### config.mk
export PLATFORM = sky130hd
export DESIGN_NAME = rsc_ref_select
export DESIGN_NICKNAME = d
export VERILOG_FILES = /design/src/shared/rsc_pkg.sv /design/src/core/rsc_axil_slave.sv /design/src/core/rsc_ref_select.sv
export SDC_FILE = /design/constraint.sdc
export NUM_CORES = 1
export LEC_CHECK = 0
export BUFFER_PORTS_ARGS = -buffer_cell sky130_fd_sc_hd__clkbuf_2
export CAP_MARGIN = 0
export CELL_PAD_IN_SITES_DETAIL_PLACEMENT = 1
export CELL_PAD_IN_SITES_GLOBAL_PLACEMENT = 2
export CORE_MARGIN = 1.5
export CORE_UTILIZATION = 25
export DETAILED_ROUTE_END_ITERATION = 8
export PLACE_DENSITY = 0.74
export SKIP_LAST_GASP = 1
export SLEW_MARGIN = 0
export SYNTH_ARGS = -nofsm -noshare
export SYNTH_HDL_FRONTEND = slang
export SYNTH_SLANG_ARGS = --single-unit
### constraint.sdc
create_clock -name aclk -period 2.5 [get_ports aclk]
set_input_delay 0.75 -clock aclk [delete_from_list [all_inputs] [get_ports aclk]]
set_output_delay 0.75 -clock aclk [all_outputs]
set_load 0.02 [all_outputs]
### src/shared/rsc_pkg.sv
// Constants and types for the reference select control block
package rsc_pkg;

  // Register offsets
  localparam logic [3:0] RSC_OFF_CTRL = 4'h0;
  localparam logic [3:0] RSC_OFF_AUX  = 4'h4;
  localparam logic [3:0] RSC_OFF_STAT = 4'h8;

  // Ladder control register fields
  localparam int RSC_CTRL_W     = 8;
  localparam int RSC_PWR_BIT    = 7;
  localparam int RSC_PIN_OE_BIT = 6;
  localparam int RSC_RANGE_BIT  = 5;
  localparam int RSC_SRC_BIT    = 4;
  localparam int RSC_TAP_LSB    = 0;
  localparam int RSC_TAP_W      = 4;

  // Selection register fields
  localparam int RSC_AUX_W      = 5;
  localparam int RSC_C1_BIT     = 0;
  localparam int RSC_C2_BIT     = 1;
  localparam int RSC_ADCP_BIT   = 2;
  localparam int RSC_ADCN_BIT   = 3;
  localparam int RSC_FIX_BIT    = 4;

  // Reset values
  localparam logic [7:0] RSC_CTRL_RST = 8'h00;
  localparam logic [4:0] RSC_AUX_RST  = 5'h00;

  // Tap ratio in 96ths of the ladder source
  localparam int RSC_RATIO_DEN   = 96;
  localparam int RSC_LOW_DIV     = 24;
  localparam int RSC_HIGH_DIV    = 32;
  localparam int RSC_QUARTER_DIV = 4;
  localparam logic [6:0] RSC_LOW_STEP  = 7'(RSC_RATIO_DEN / RSC_LOW_DIV);
  localparam logic [6:0] RSC_HIGH_STEP = 7'(RSC_RATIO_DEN / RSC_HIGH_DIV);
  localparam logic [6:0] RSC_HIGH_BASE = 7'(RSC_RATIO_DEN / RSC_QUARTER_DIV);

  // Bus responses
  localparam logic [1:0] RSC_RESP_OKAY   = 2'h0;
  localparam logic [1:0] RSC_RESP_SLVERR = 2'h2;
  localparam logic [1:0] RSC_RESP_DECERR = 2'h3;

  // Port A bit 2 pin function
  typedef enum logic [2:0] {
    RSC_PIN2_IO      = 3'h1,
    RSC_PIN2_LADDER  = 3'h2,
    RSC_PIN2_EXT_LOW = 3'h4
  } rsc_pin2_e;

  // Read selection from the bus slave
  typedef enum logic [1:0] {
    RSC_RD_CTRL = 2'h0,
    RSC_RD_AUX  = 2'h1,
    RSC_RD_STAT = 2'h2
  } rsc_rsel_e;

  // Register write request
  typedef struct packed {
    logic       ctrl;
    logic       aux;
    logic [7:0] data;
  } rsc_wr_s;

  // Analog switch controls, also the status word
  typedef struct packed {
    logic [6:0] ladder_ratio;
    rsc_pin2_e  pin2_func;
    logic       pin3_ext_high;
    logic       adc_neg_ext;
    logic       adc_pos_ext;
    logic       comp_neg_ext;
    logic       comp_pos_ext;
    logic       comp2_ladder_route;
    logic       comp1_ladder_route;
    logic       fixed_ref_on;
    logic       ladder_current_enable;
    logic       ladder_power_enable;
    logic       ladder_range_low_select;
    logic       ladder_source_select;
    logic [3:0] ladder_tap_value;
  } rsc_ref_s;

endpackage

### src/core/rsc_axil_slave.sv
// AXI4-Lite slave front end for the reference select registers
`timescale 1ns/100ps
module rsc_axil_slave
  import rsc_pkg::*;
#(
  parameter int ADDR_W = 12
) (
  // Clock and reset
  input  wire logic              aclk,
  input  wire logic              aresetn,
  // Write channels
  input  wire logic [ADDR_W-1:0] awaddr,
  input  wire logic              awvalid,
  output logic                   awready,
  input  wire logic [31:0]       wdata,
  input  wire logic [3:0]        wstrb,
  input  wire logic              wvalid,
  output logic                   wready,
  output logic [1:0]             bresp,
  output logic                   bvalid,
  input  wire logic              bready,
  // Read channels
  input  wire logic [ADDR_W-1:0] araddr,
  input  wire logic              arvalid,
  output logic                   arready,
  output logic [31:0]            rdata,
  output logic [1:0]             rresp,
  output logic                   rvalid,
  input  wire logic              rready,
  // Register side
  output logic                   wr_fire,
  output rsc_wr_s                wr_req,
  output logic                   rd_fire,
  output rsc_rsel_e              rd_sel,
  input  wire logic [31:0]       rd_data
);

  logic              aw_full_reg, aw_full_next, w_full_reg, w_full_next;
  logic [ADDR_W-1:0] aw_addr_reg, aw_addr_next;
  logic [7:0]        w_data_reg, w_data_next;
  logic              w_lane_reg, w_lane_next;
  logic              awready_reg, awready_next, wready_reg, wready_next;
  logic              bvalid_reg, bvalid_next, arready_reg, arready_next;
  logic              rvalid_reg, rvalid_next;
  logic [1:0]        bresp_reg, bresp_next, rresp_reg, rresp_next;
  logic [31:0]       rdata_reg, rdata_next;
  logic              hit_ctrl, hit_aux, hit_stat, rd_ok;

  // Address decode of the held write and the offered read
  always_comb begin
    hit_ctrl = aw_addr_reg == ADDR_W'(RSC_OFF_CTRL);
    hit_aux  = aw_addr_reg == ADDR_W'(RSC_OFF_AUX);
    hit_stat = aw_addr_reg == ADDR_W'(RSC_OFF_STAT);
    rd_ok    = 1'b1;
    rd_sel   = RSC_RD_STAT;
    if (araddr == ADDR_W'(RSC_OFF_CTRL)) begin
      rd_sel = RSC_RD_CTRL;
    end else if (araddr == ADDR_W'(RSC_OFF_AUX)) begin
      rd_sel = RSC_RD_AUX;
    end else if (araddr != ADDR_W'(RSC_OFF_STAT)) begin
      rd_ok = 1'b0;
    end
  end

  // Write on the edge after address and data are both held
  assign wr_fire     = aw_full_reg & w_full_reg;
  assign wr_req.ctrl = hit_ctrl & w_lane_reg;
  assign wr_req.aux  = hit_aux & w_lane_reg;
  assign wr_req.data = w_data_reg;
  assign rd_fire     = arvalid & arready_reg;

  // Channel state next values
  always_comb begin
    aw_full_next = aw_full_reg;
    aw_addr_next = aw_addr_reg;
    w_full_next  = w_full_reg;
    w_data_next  = w_data_reg;
    w_lane_next  = w_lane_reg;
    bvalid_next  = bvalid_reg;
    bresp_next   = bresp_reg;
    rvalid_next  = rvalid_reg;
    rresp_next   = rresp_reg;
    rdata_next   = rdata_reg;
    if (awvalid && awready_reg) begin
      aw_full_next = 1'b1;
      aw_addr_next = awaddr;
    end
    if (wvalid && wready_reg) begin
      w_full_next = 1'b1;
      w_data_next = wdata[7:0];
      w_lane_next = wstrb[0];
    end
    if (bvalid_reg && bready) begin
      bvalid_next = 1'b0;
    end
    if (wr_fire) begin
      aw_full_next = 1'b0;
      w_full_next  = 1'b0;
      bvalid_next  = 1'b1;
      bresp_next   = (hit_ctrl || hit_aux) ? RSC_RESP_OKAY :
                     hit_stat ? RSC_RESP_SLVERR : RSC_RESP_DECERR;
    end
    if (rvalid_reg && rready) begin
      rvalid_next = 1'b0;
    end
    if (rd_fire) begin
      rvalid_next = 1'b1;
      rdata_next  = rd_ok ? rd_data : 32'h0;
      rresp_next  = rd_ok ? RSC_RESP_OKAY : RSC_RESP_DECERR;
    end
    awready_next = !aw_full_next && !bvalid_next;
    wready_next  = !w_full_next && !bvalid_next;
    arready_next = !rvalid_next;
  end

  // Channel state registers
  always_ff @(posedge aclk) begin
    if (!aresetn) begin
      aw_full_reg <= 1'b0;
      aw_addr_reg <= '0;
      w_full_reg  <= 1'b0;
      w_data_reg  <= 8'h00;
      w_lane_reg  <= 1'b0;
      awready_reg <= 1'b0;
      wready_reg  <= 1'b0;
      bvalid_reg  <= 1'b0;
      bresp_reg   <= RSC_RESP_OKAY;
      arready_reg <= 1'b0;
      rvalid_reg  <= 1'b0;
      rresp_reg   <= RSC_RESP_OKAY;
      rdata_reg   <= 32'h0;
    end else begin
      aw_full_reg <= aw_full_next;
      aw_addr_reg <= aw_addr_next;
      w_full_reg  <= w_full_next;
      w_data_reg  <= w_data_next;
      w_lane_reg  <= w_lane_next;
      awready_reg <= awready_next;
      wready_reg  <= wready_next;
      bvalid_reg  <= bvalid_next;
      bresp_reg   <= bresp_next;
      arready_reg <= arready_next;
      rvalid_reg  <= rvalid_next;
      rresp_reg   <= rresp_next;
      rdata_reg   <= rdata_next;
    end
  end

  // Bus outputs straight from flops
  assign awready = awready_reg;
  assign wready  = wready_reg;
  assign bvalid  = bvalid_reg;
  assign bresp   = bresp_reg;
  assign arready = arready_reg;
  assign rvalid  = rvalid_reg;
  assign rresp   = rresp_reg;
  assign rdata   = rdata_reg;

endmodule

### src/core/rsc_ref_select.sv
// Reference select control: registers and analog switch decode
//
// Register access over AXI4-Lite and the address map are this design's own decisions.
`timescale 1ns/100ps
module rsc_ref_select
  import rsc_pkg::*;
#(
  parameter int AXI_ADDR_W = 12
) (
  // Clock and reset
  input  wire logic                  aclk,
  input  wire logic                  aresetn,
  // Write address channel
  input  wire logic [AXI_ADDR_W-1:0] s_axi_awaddr,
  input  wire logic [2:0]            s_axi_awprot,
  input  wire logic                  s_axi_awvalid,
  output logic                       s_axi_awready,
  // Write data channel
  input  wire logic [31:0]           s_axi_wdata,
  input  wire logic [3:0]            s_axi_wstrb,
  input  wire logic                  s_axi_wvalid,
  output logic                       s_axi_wready,
  // Write response channel
  output logic [1:0]                 s_axi_bresp,
  output logic                       s_axi_bvalid,
  input  wire logic                  s_axi_bready,
  // Read address channel
  input  wire logic [AXI_ADDR_W-1:0] s_axi_araddr,
  input  wire logic [2:0]            s_axi_arprot,
  input  wire logic                  s_axi_arvalid,
  output logic                       s_axi_arready,
  // Read data channel
  output logic [31:0]                s_axi_rdata,
  output logic [1:0]                 s_axi_rresp,
  output logic                       s_axi_rvalid,
  input  wire logic                  s_axi_rready,
  // Oscillator status
  input  wire logic                  fast_internal_oscillator,
  // Analog switch controls
  output rsc_ref_s                   ref_ctrl
);

  logic [7:0]  ctrl_reg, ctrl_next;
  logic [4:0]  aux_reg, aux_next;
  rsc_ref_s    ref_reg, ref_next;
  logic        wr_fire, rd_fire;
  rsc_wr_s     wr_req;
  rsc_rsel_e   rd_sel;
  logic [31:0] rd_data;
  logic        src, pin_oe, adcp, adcn, c1, c2;
  logic [6:0]  tap7;

  // Bus front end
  rsc_axil_slave #(
    .ADDR_W (AXI_ADDR_W)
  ) rsc_axil_slave_inst (
    .aclk    (aclk),
    .aresetn (aresetn),
    .awaddr  (s_axi_awaddr),
    .awvalid (s_axi_awvalid),
    .awready (s_axi_awready),
    .wdata   (s_axi_wdata),
    .wstrb   (s_axi_wstrb),
    .wvalid  (s_axi_wvalid),
    .wready  (s_axi_wready),
    .bresp   (s_axi_bresp),
    .bvalid  (s_axi_bvalid),
    .bready  (s_axi_bready),
    .araddr  (s_axi_araddr),
    .arvalid (s_axi_arvalid),
    .arready (s_axi_arready),
    .rdata   (s_axi_rdata),
    .rresp   (s_axi_rresp),
    .rvalid  (s_axi_rvalid),
    .rready  (s_axi_rready),
    .wr_fire (wr_fire),
    .wr_req  (wr_req),
    .rd_fire (rd_fire),
    .rd_sel  (rd_sel),
    .rd_data (rd_data)
  );

  // Register next values; reads never change state
  always_comb begin
    ctrl_next = ctrl_reg;
    aux_next  = aux_reg;
    if (wr_fire && wr_req.ctrl) begin
      ctrl_next = wr_req.data;
    end
    if (wr_fire && wr_req.aux) begin
      aux_next = wr_req.data[RSC_AUX_W-1:0];
    end
  end

  // Read data mux
  always_comb begin
    unique case (rd_sel)
      RSC_RD_CTRL: rd_data = {24'h0, ctrl_reg};
      RSC_RD_AUX:  rd_data = {27'h0, aux_reg};
      RSC_RD_STAT: rd_data = 32'(ref_reg);
      default:     rd_data = 32'h0;
    endcase
  end

  // Field picks from the next register values
  assign src    = ctrl_next[RSC_SRC_BIT];
  assign pin_oe = ctrl_next[RSC_PIN_OE_BIT];
  assign adcp   = aux_next[RSC_ADCP_BIT];
  assign adcn   = aux_next[RSC_ADCN_BIT];
  assign c1     = aux_next[RSC_C1_BIT];
  assign c2     = aux_next[RSC_C2_BIT];
  assign tap7   = {3'h0, ctrl_next[RSC_TAP_LSB +: RSC_TAP_W]};

  // Switch decode, so outputs move on the writing edge
  always_comb begin
    ref_next = '0;
    ref_next.ladder_power_enable     = ctrl_next[RSC_PWR_BIT];
    ref_next.ladder_range_low_select = ctrl_next[RSC_RANGE_BIT];
    ref_next.ladder_source_select    = src;
    ref_next.ladder_tap_value        = ctrl_next[RSC_TAP_LSB +: RSC_TAP_W];
    ref_next.comp1_ladder_route      = c1;
    ref_next.comp2_ladder_route      = c2;
    ref_next.ladder_current_enable   = c1 | c2;
    ref_next.fixed_ref_on  = aux_next[RSC_FIX_BIT] | fast_internal_oscillator;
    ref_next.comp_pos_ext  = src;
    ref_next.comp_neg_ext  = src & (~pin_oe | adcn);
    ref_next.adc_pos_ext   = adcp;
    ref_next.adc_neg_ext   = adcn;
    ref_next.pin3_ext_high = src | adcp;
    // Ladder ratio in 96ths, range picks the formula
    if (ctrl_next[RSC_RANGE_BIT]) begin
      ref_next.ladder_ratio = tap7 * RSC_LOW_STEP;
    end else begin
      ref_next.ladder_ratio = RSC_HIGH_BASE + tap7 * RSC_HIGH_STEP;
    end
    // Pin two function
    if (pin_oe && !adcn) begin
      ref_next.pin2_func = RSC_PIN2_LADDER;
    end else if (adcn || src) begin
      ref_next.pin2_func = RSC_PIN2_EXT_LOW;
    end else begin
      ref_next.pin2_func = RSC_PIN2_IO;
    end
  end

  // State registers
  always_ff @(posedge aclk) begin
    if (!aresetn) begin
      ctrl_reg <= RSC_CTRL_RST;
      aux_reg  <= RSC_AUX_RST;
      ref_reg  <= '{pin2_func: RSC_PIN2_IO, ladder_ratio: RSC_HIGH_BASE, default: 1'b0};
    end else begin
      ctrl_reg <= ctrl_next;
      aux_reg  <= aux_next;
      ref_reg  <= ref_next;
    end
  end

  // Analog controls straight from flops
  assign ref_ctrl = ref_reg;
endmodule

==> qor.csv <==
metric;value;unit
run_status;finished, violations left;
violations;negative setup slack;
cts_tree;done;
initial_core_util;25.89;%
power.total;2.852;mW
grt_start_max_net_pins;27;
ctsLongestPathBuffers;2;
finish.utilization;34.86;%
ios;141;
ys_seq_elements;84;
crit_type;register to register;
startpoint_type;register;
num_rows;42;
pre_cts_slack;-305.5;ps
drive_gt1_share;39.79;%
dr.first_iter.drc_count;97;
yosysTopAreaCellShare;48.47;%
viasPerCell;4.510;
fp.coreArea;13400;sq um
cts_sinks;84;
die-area;14590;sq um
grt_overflow;0;
yosysTopAreaCell;dfxtp_1;
register_area;1685;sq um
drt-met1-wl;4339;microns
dp_hpwl;7644;microns
peakVddDrop;282.0;uV
fill_cells;1596;
fin_skew;6.615;ps
rsz0062_at_grt;true;
slew_violations;0;
clk_pin_slew;60;ps
die_y;120.8;microns
finalSetupTns;-761.2;ps
antenna_found_initial;0;
stdcell_area;4671;sq um
netlist_area;3470;sq um
gp_congestion;0.8289;
root_buffer;clkbuf_16;
async_flop_share;0;%
num_vias;2981;
yosysMostFrequentCell;dfxtp_1;
htree_num_levels;3;
wire_per_inst;15.08;microns
finalSetupViolations;4;
grt_use_total;13.98;%
power.density;610.6;nW/um^2
multi_input_area;1635;sq um
postRouteWirelength;9969;microns
grt_pass1_vias;3106;
synth_top_flop_cell;dfxtp_1;
ys_seq_area_share;48.47;%
clk_latency;340;ps
syn_area_per_cell;9.611;sq um
ys_warn_count;0;
diodes;0;
dr_wl_met3;479;microns
drc;0;
routed.top_layer;met4;
worstPathRequired;2730;ps
synth_edf_count;0;
syn2layout_area_growth;34.62;%
placed_area;4303;sq um
largest_register_ffs;26;
p_leak;2.068;nW
fin_crit_sh;108.0;%
hold_viol;0;
layout_setup_ws;-201.2;ps
arrival;2930;ps
grt_pass1_wl;15880;microns
maxCapViolations;0;
cp_max_fo;4;
ant_nets;0;
period_minus_slack;2701;ps
numCtsBuffers;9;
synth.area.top_cells;dfxtp_1 48%, nand2_1 6.6%, a21oi_1 4.3%;
synthDistinctLibCells;52;
hp-class;register to register;
layout.nets;562;
wl_met2;5042;microns
ys_top_cells_by_count;84 x dfxtp_1, 61 x nand2_1, 30 x a21oi_1;
io_buffers;101;
cp-end-kind;register;
syn_inst;361;
die_width;120.8;microns
firstDrtPassIters;4;
fmax;370.2;MHz
## through the flow
stage / hold slack [ps] / cells
after global placement: 450.3 / 642
after global routing: 498.8 / 661
after CTS: 466.3 / 660
after detailed placement: 456.5 / 642
after floorplan: 436.6 / 366
final: 462.2 / 661
## final cells by class
cell class	instances	share of cell area (%)
sequential	84	36.08
multi-input combinational	236	35.01
timing repair buffer	139	17.44
clock buffer	9	4.822
tap	176	4.715
clock inverter	6	1.045
inverter	11	0.8840
## worst paths after layout
check	start	depth (start not counted)	to	slack (ps)
min	rsc_axil_slave_inst.w_data_reg[7]	2	rsc_axil_slave_inst.w_data_reg[7]	460
min reg2reg	rsc_axil_slave_inst.w_data_reg[7]	2	rsc_axil_slave_inst.w_data_reg[7]	460
max	rsc_axil_slave_inst.aw_addr_reg[0]	10	ref_ctrl[24]	-200
max reg2reg	rsc_axil_slave_inst.aw_addr_reg[0]	10	ref_ctrl[24]	-200
## report_power, final
group	internal [mW]	switching [mW]
clock	0.676	0.567
combinational	0.0914	0.125
sequential	1.37	0.0271
total	2.13	0.718
## kinds of logic (layout without fill, tap and decap cells)
logic type / Yosys count / in the layout / synth area share [%]
adder cells (fa/ha/maj): 7 / 7 / 2.957
AO/OA/AOI/OAI: 78 / 78 / 15.22
multiplexers: 18 / 18 / 5.518
AND/OR/NAND/NOR: 124 / 124 / 19.22
buffers and inverters: 46 / 165 / 7.753
flip-flops: 84 / 84 / 48.47
other: 1 / 6 / 0.1081
XOR/XNOR: 3 / 3 / 0.7574
## critical path, cell delays in order (launching register included)
cell,delay (ps)
dfxtp_2,340
nor4_4,390
nand4_4,190
mux2_4,380
buf_4,140
buf_6,110
fa_1,500
nand3b_1,150
a21oi_2,180
xnor2_1,130
o22ai_1,80
## routing by layer
metal  track usage, %  up-vias
li1                 -     1477
met1            16.26     1413
met2            25.04       83
met3            3.962        8
met4            3.750        0
met5                0        -
## layout by cell type (no fill, tap or decap), types with 10 or more instances in the layout
cell      instances
nor2_1           17
dfxtp_1          81
buf_4            35
nand2_1          61
a22o_2           10
clkbuf_2        101
a21oi_1          28
o21ai_0          10
## what timing repair did
item / in CTS / in global routing
buffers inserted: 3 / 1
hold buffers: 0 / 0
gates resized for setup: 8 / 5
pin swaps: 6 / 4
endpoints found under the setup margin: 4 / 4
Note: power is estimated with default switching activity, not from simulation.
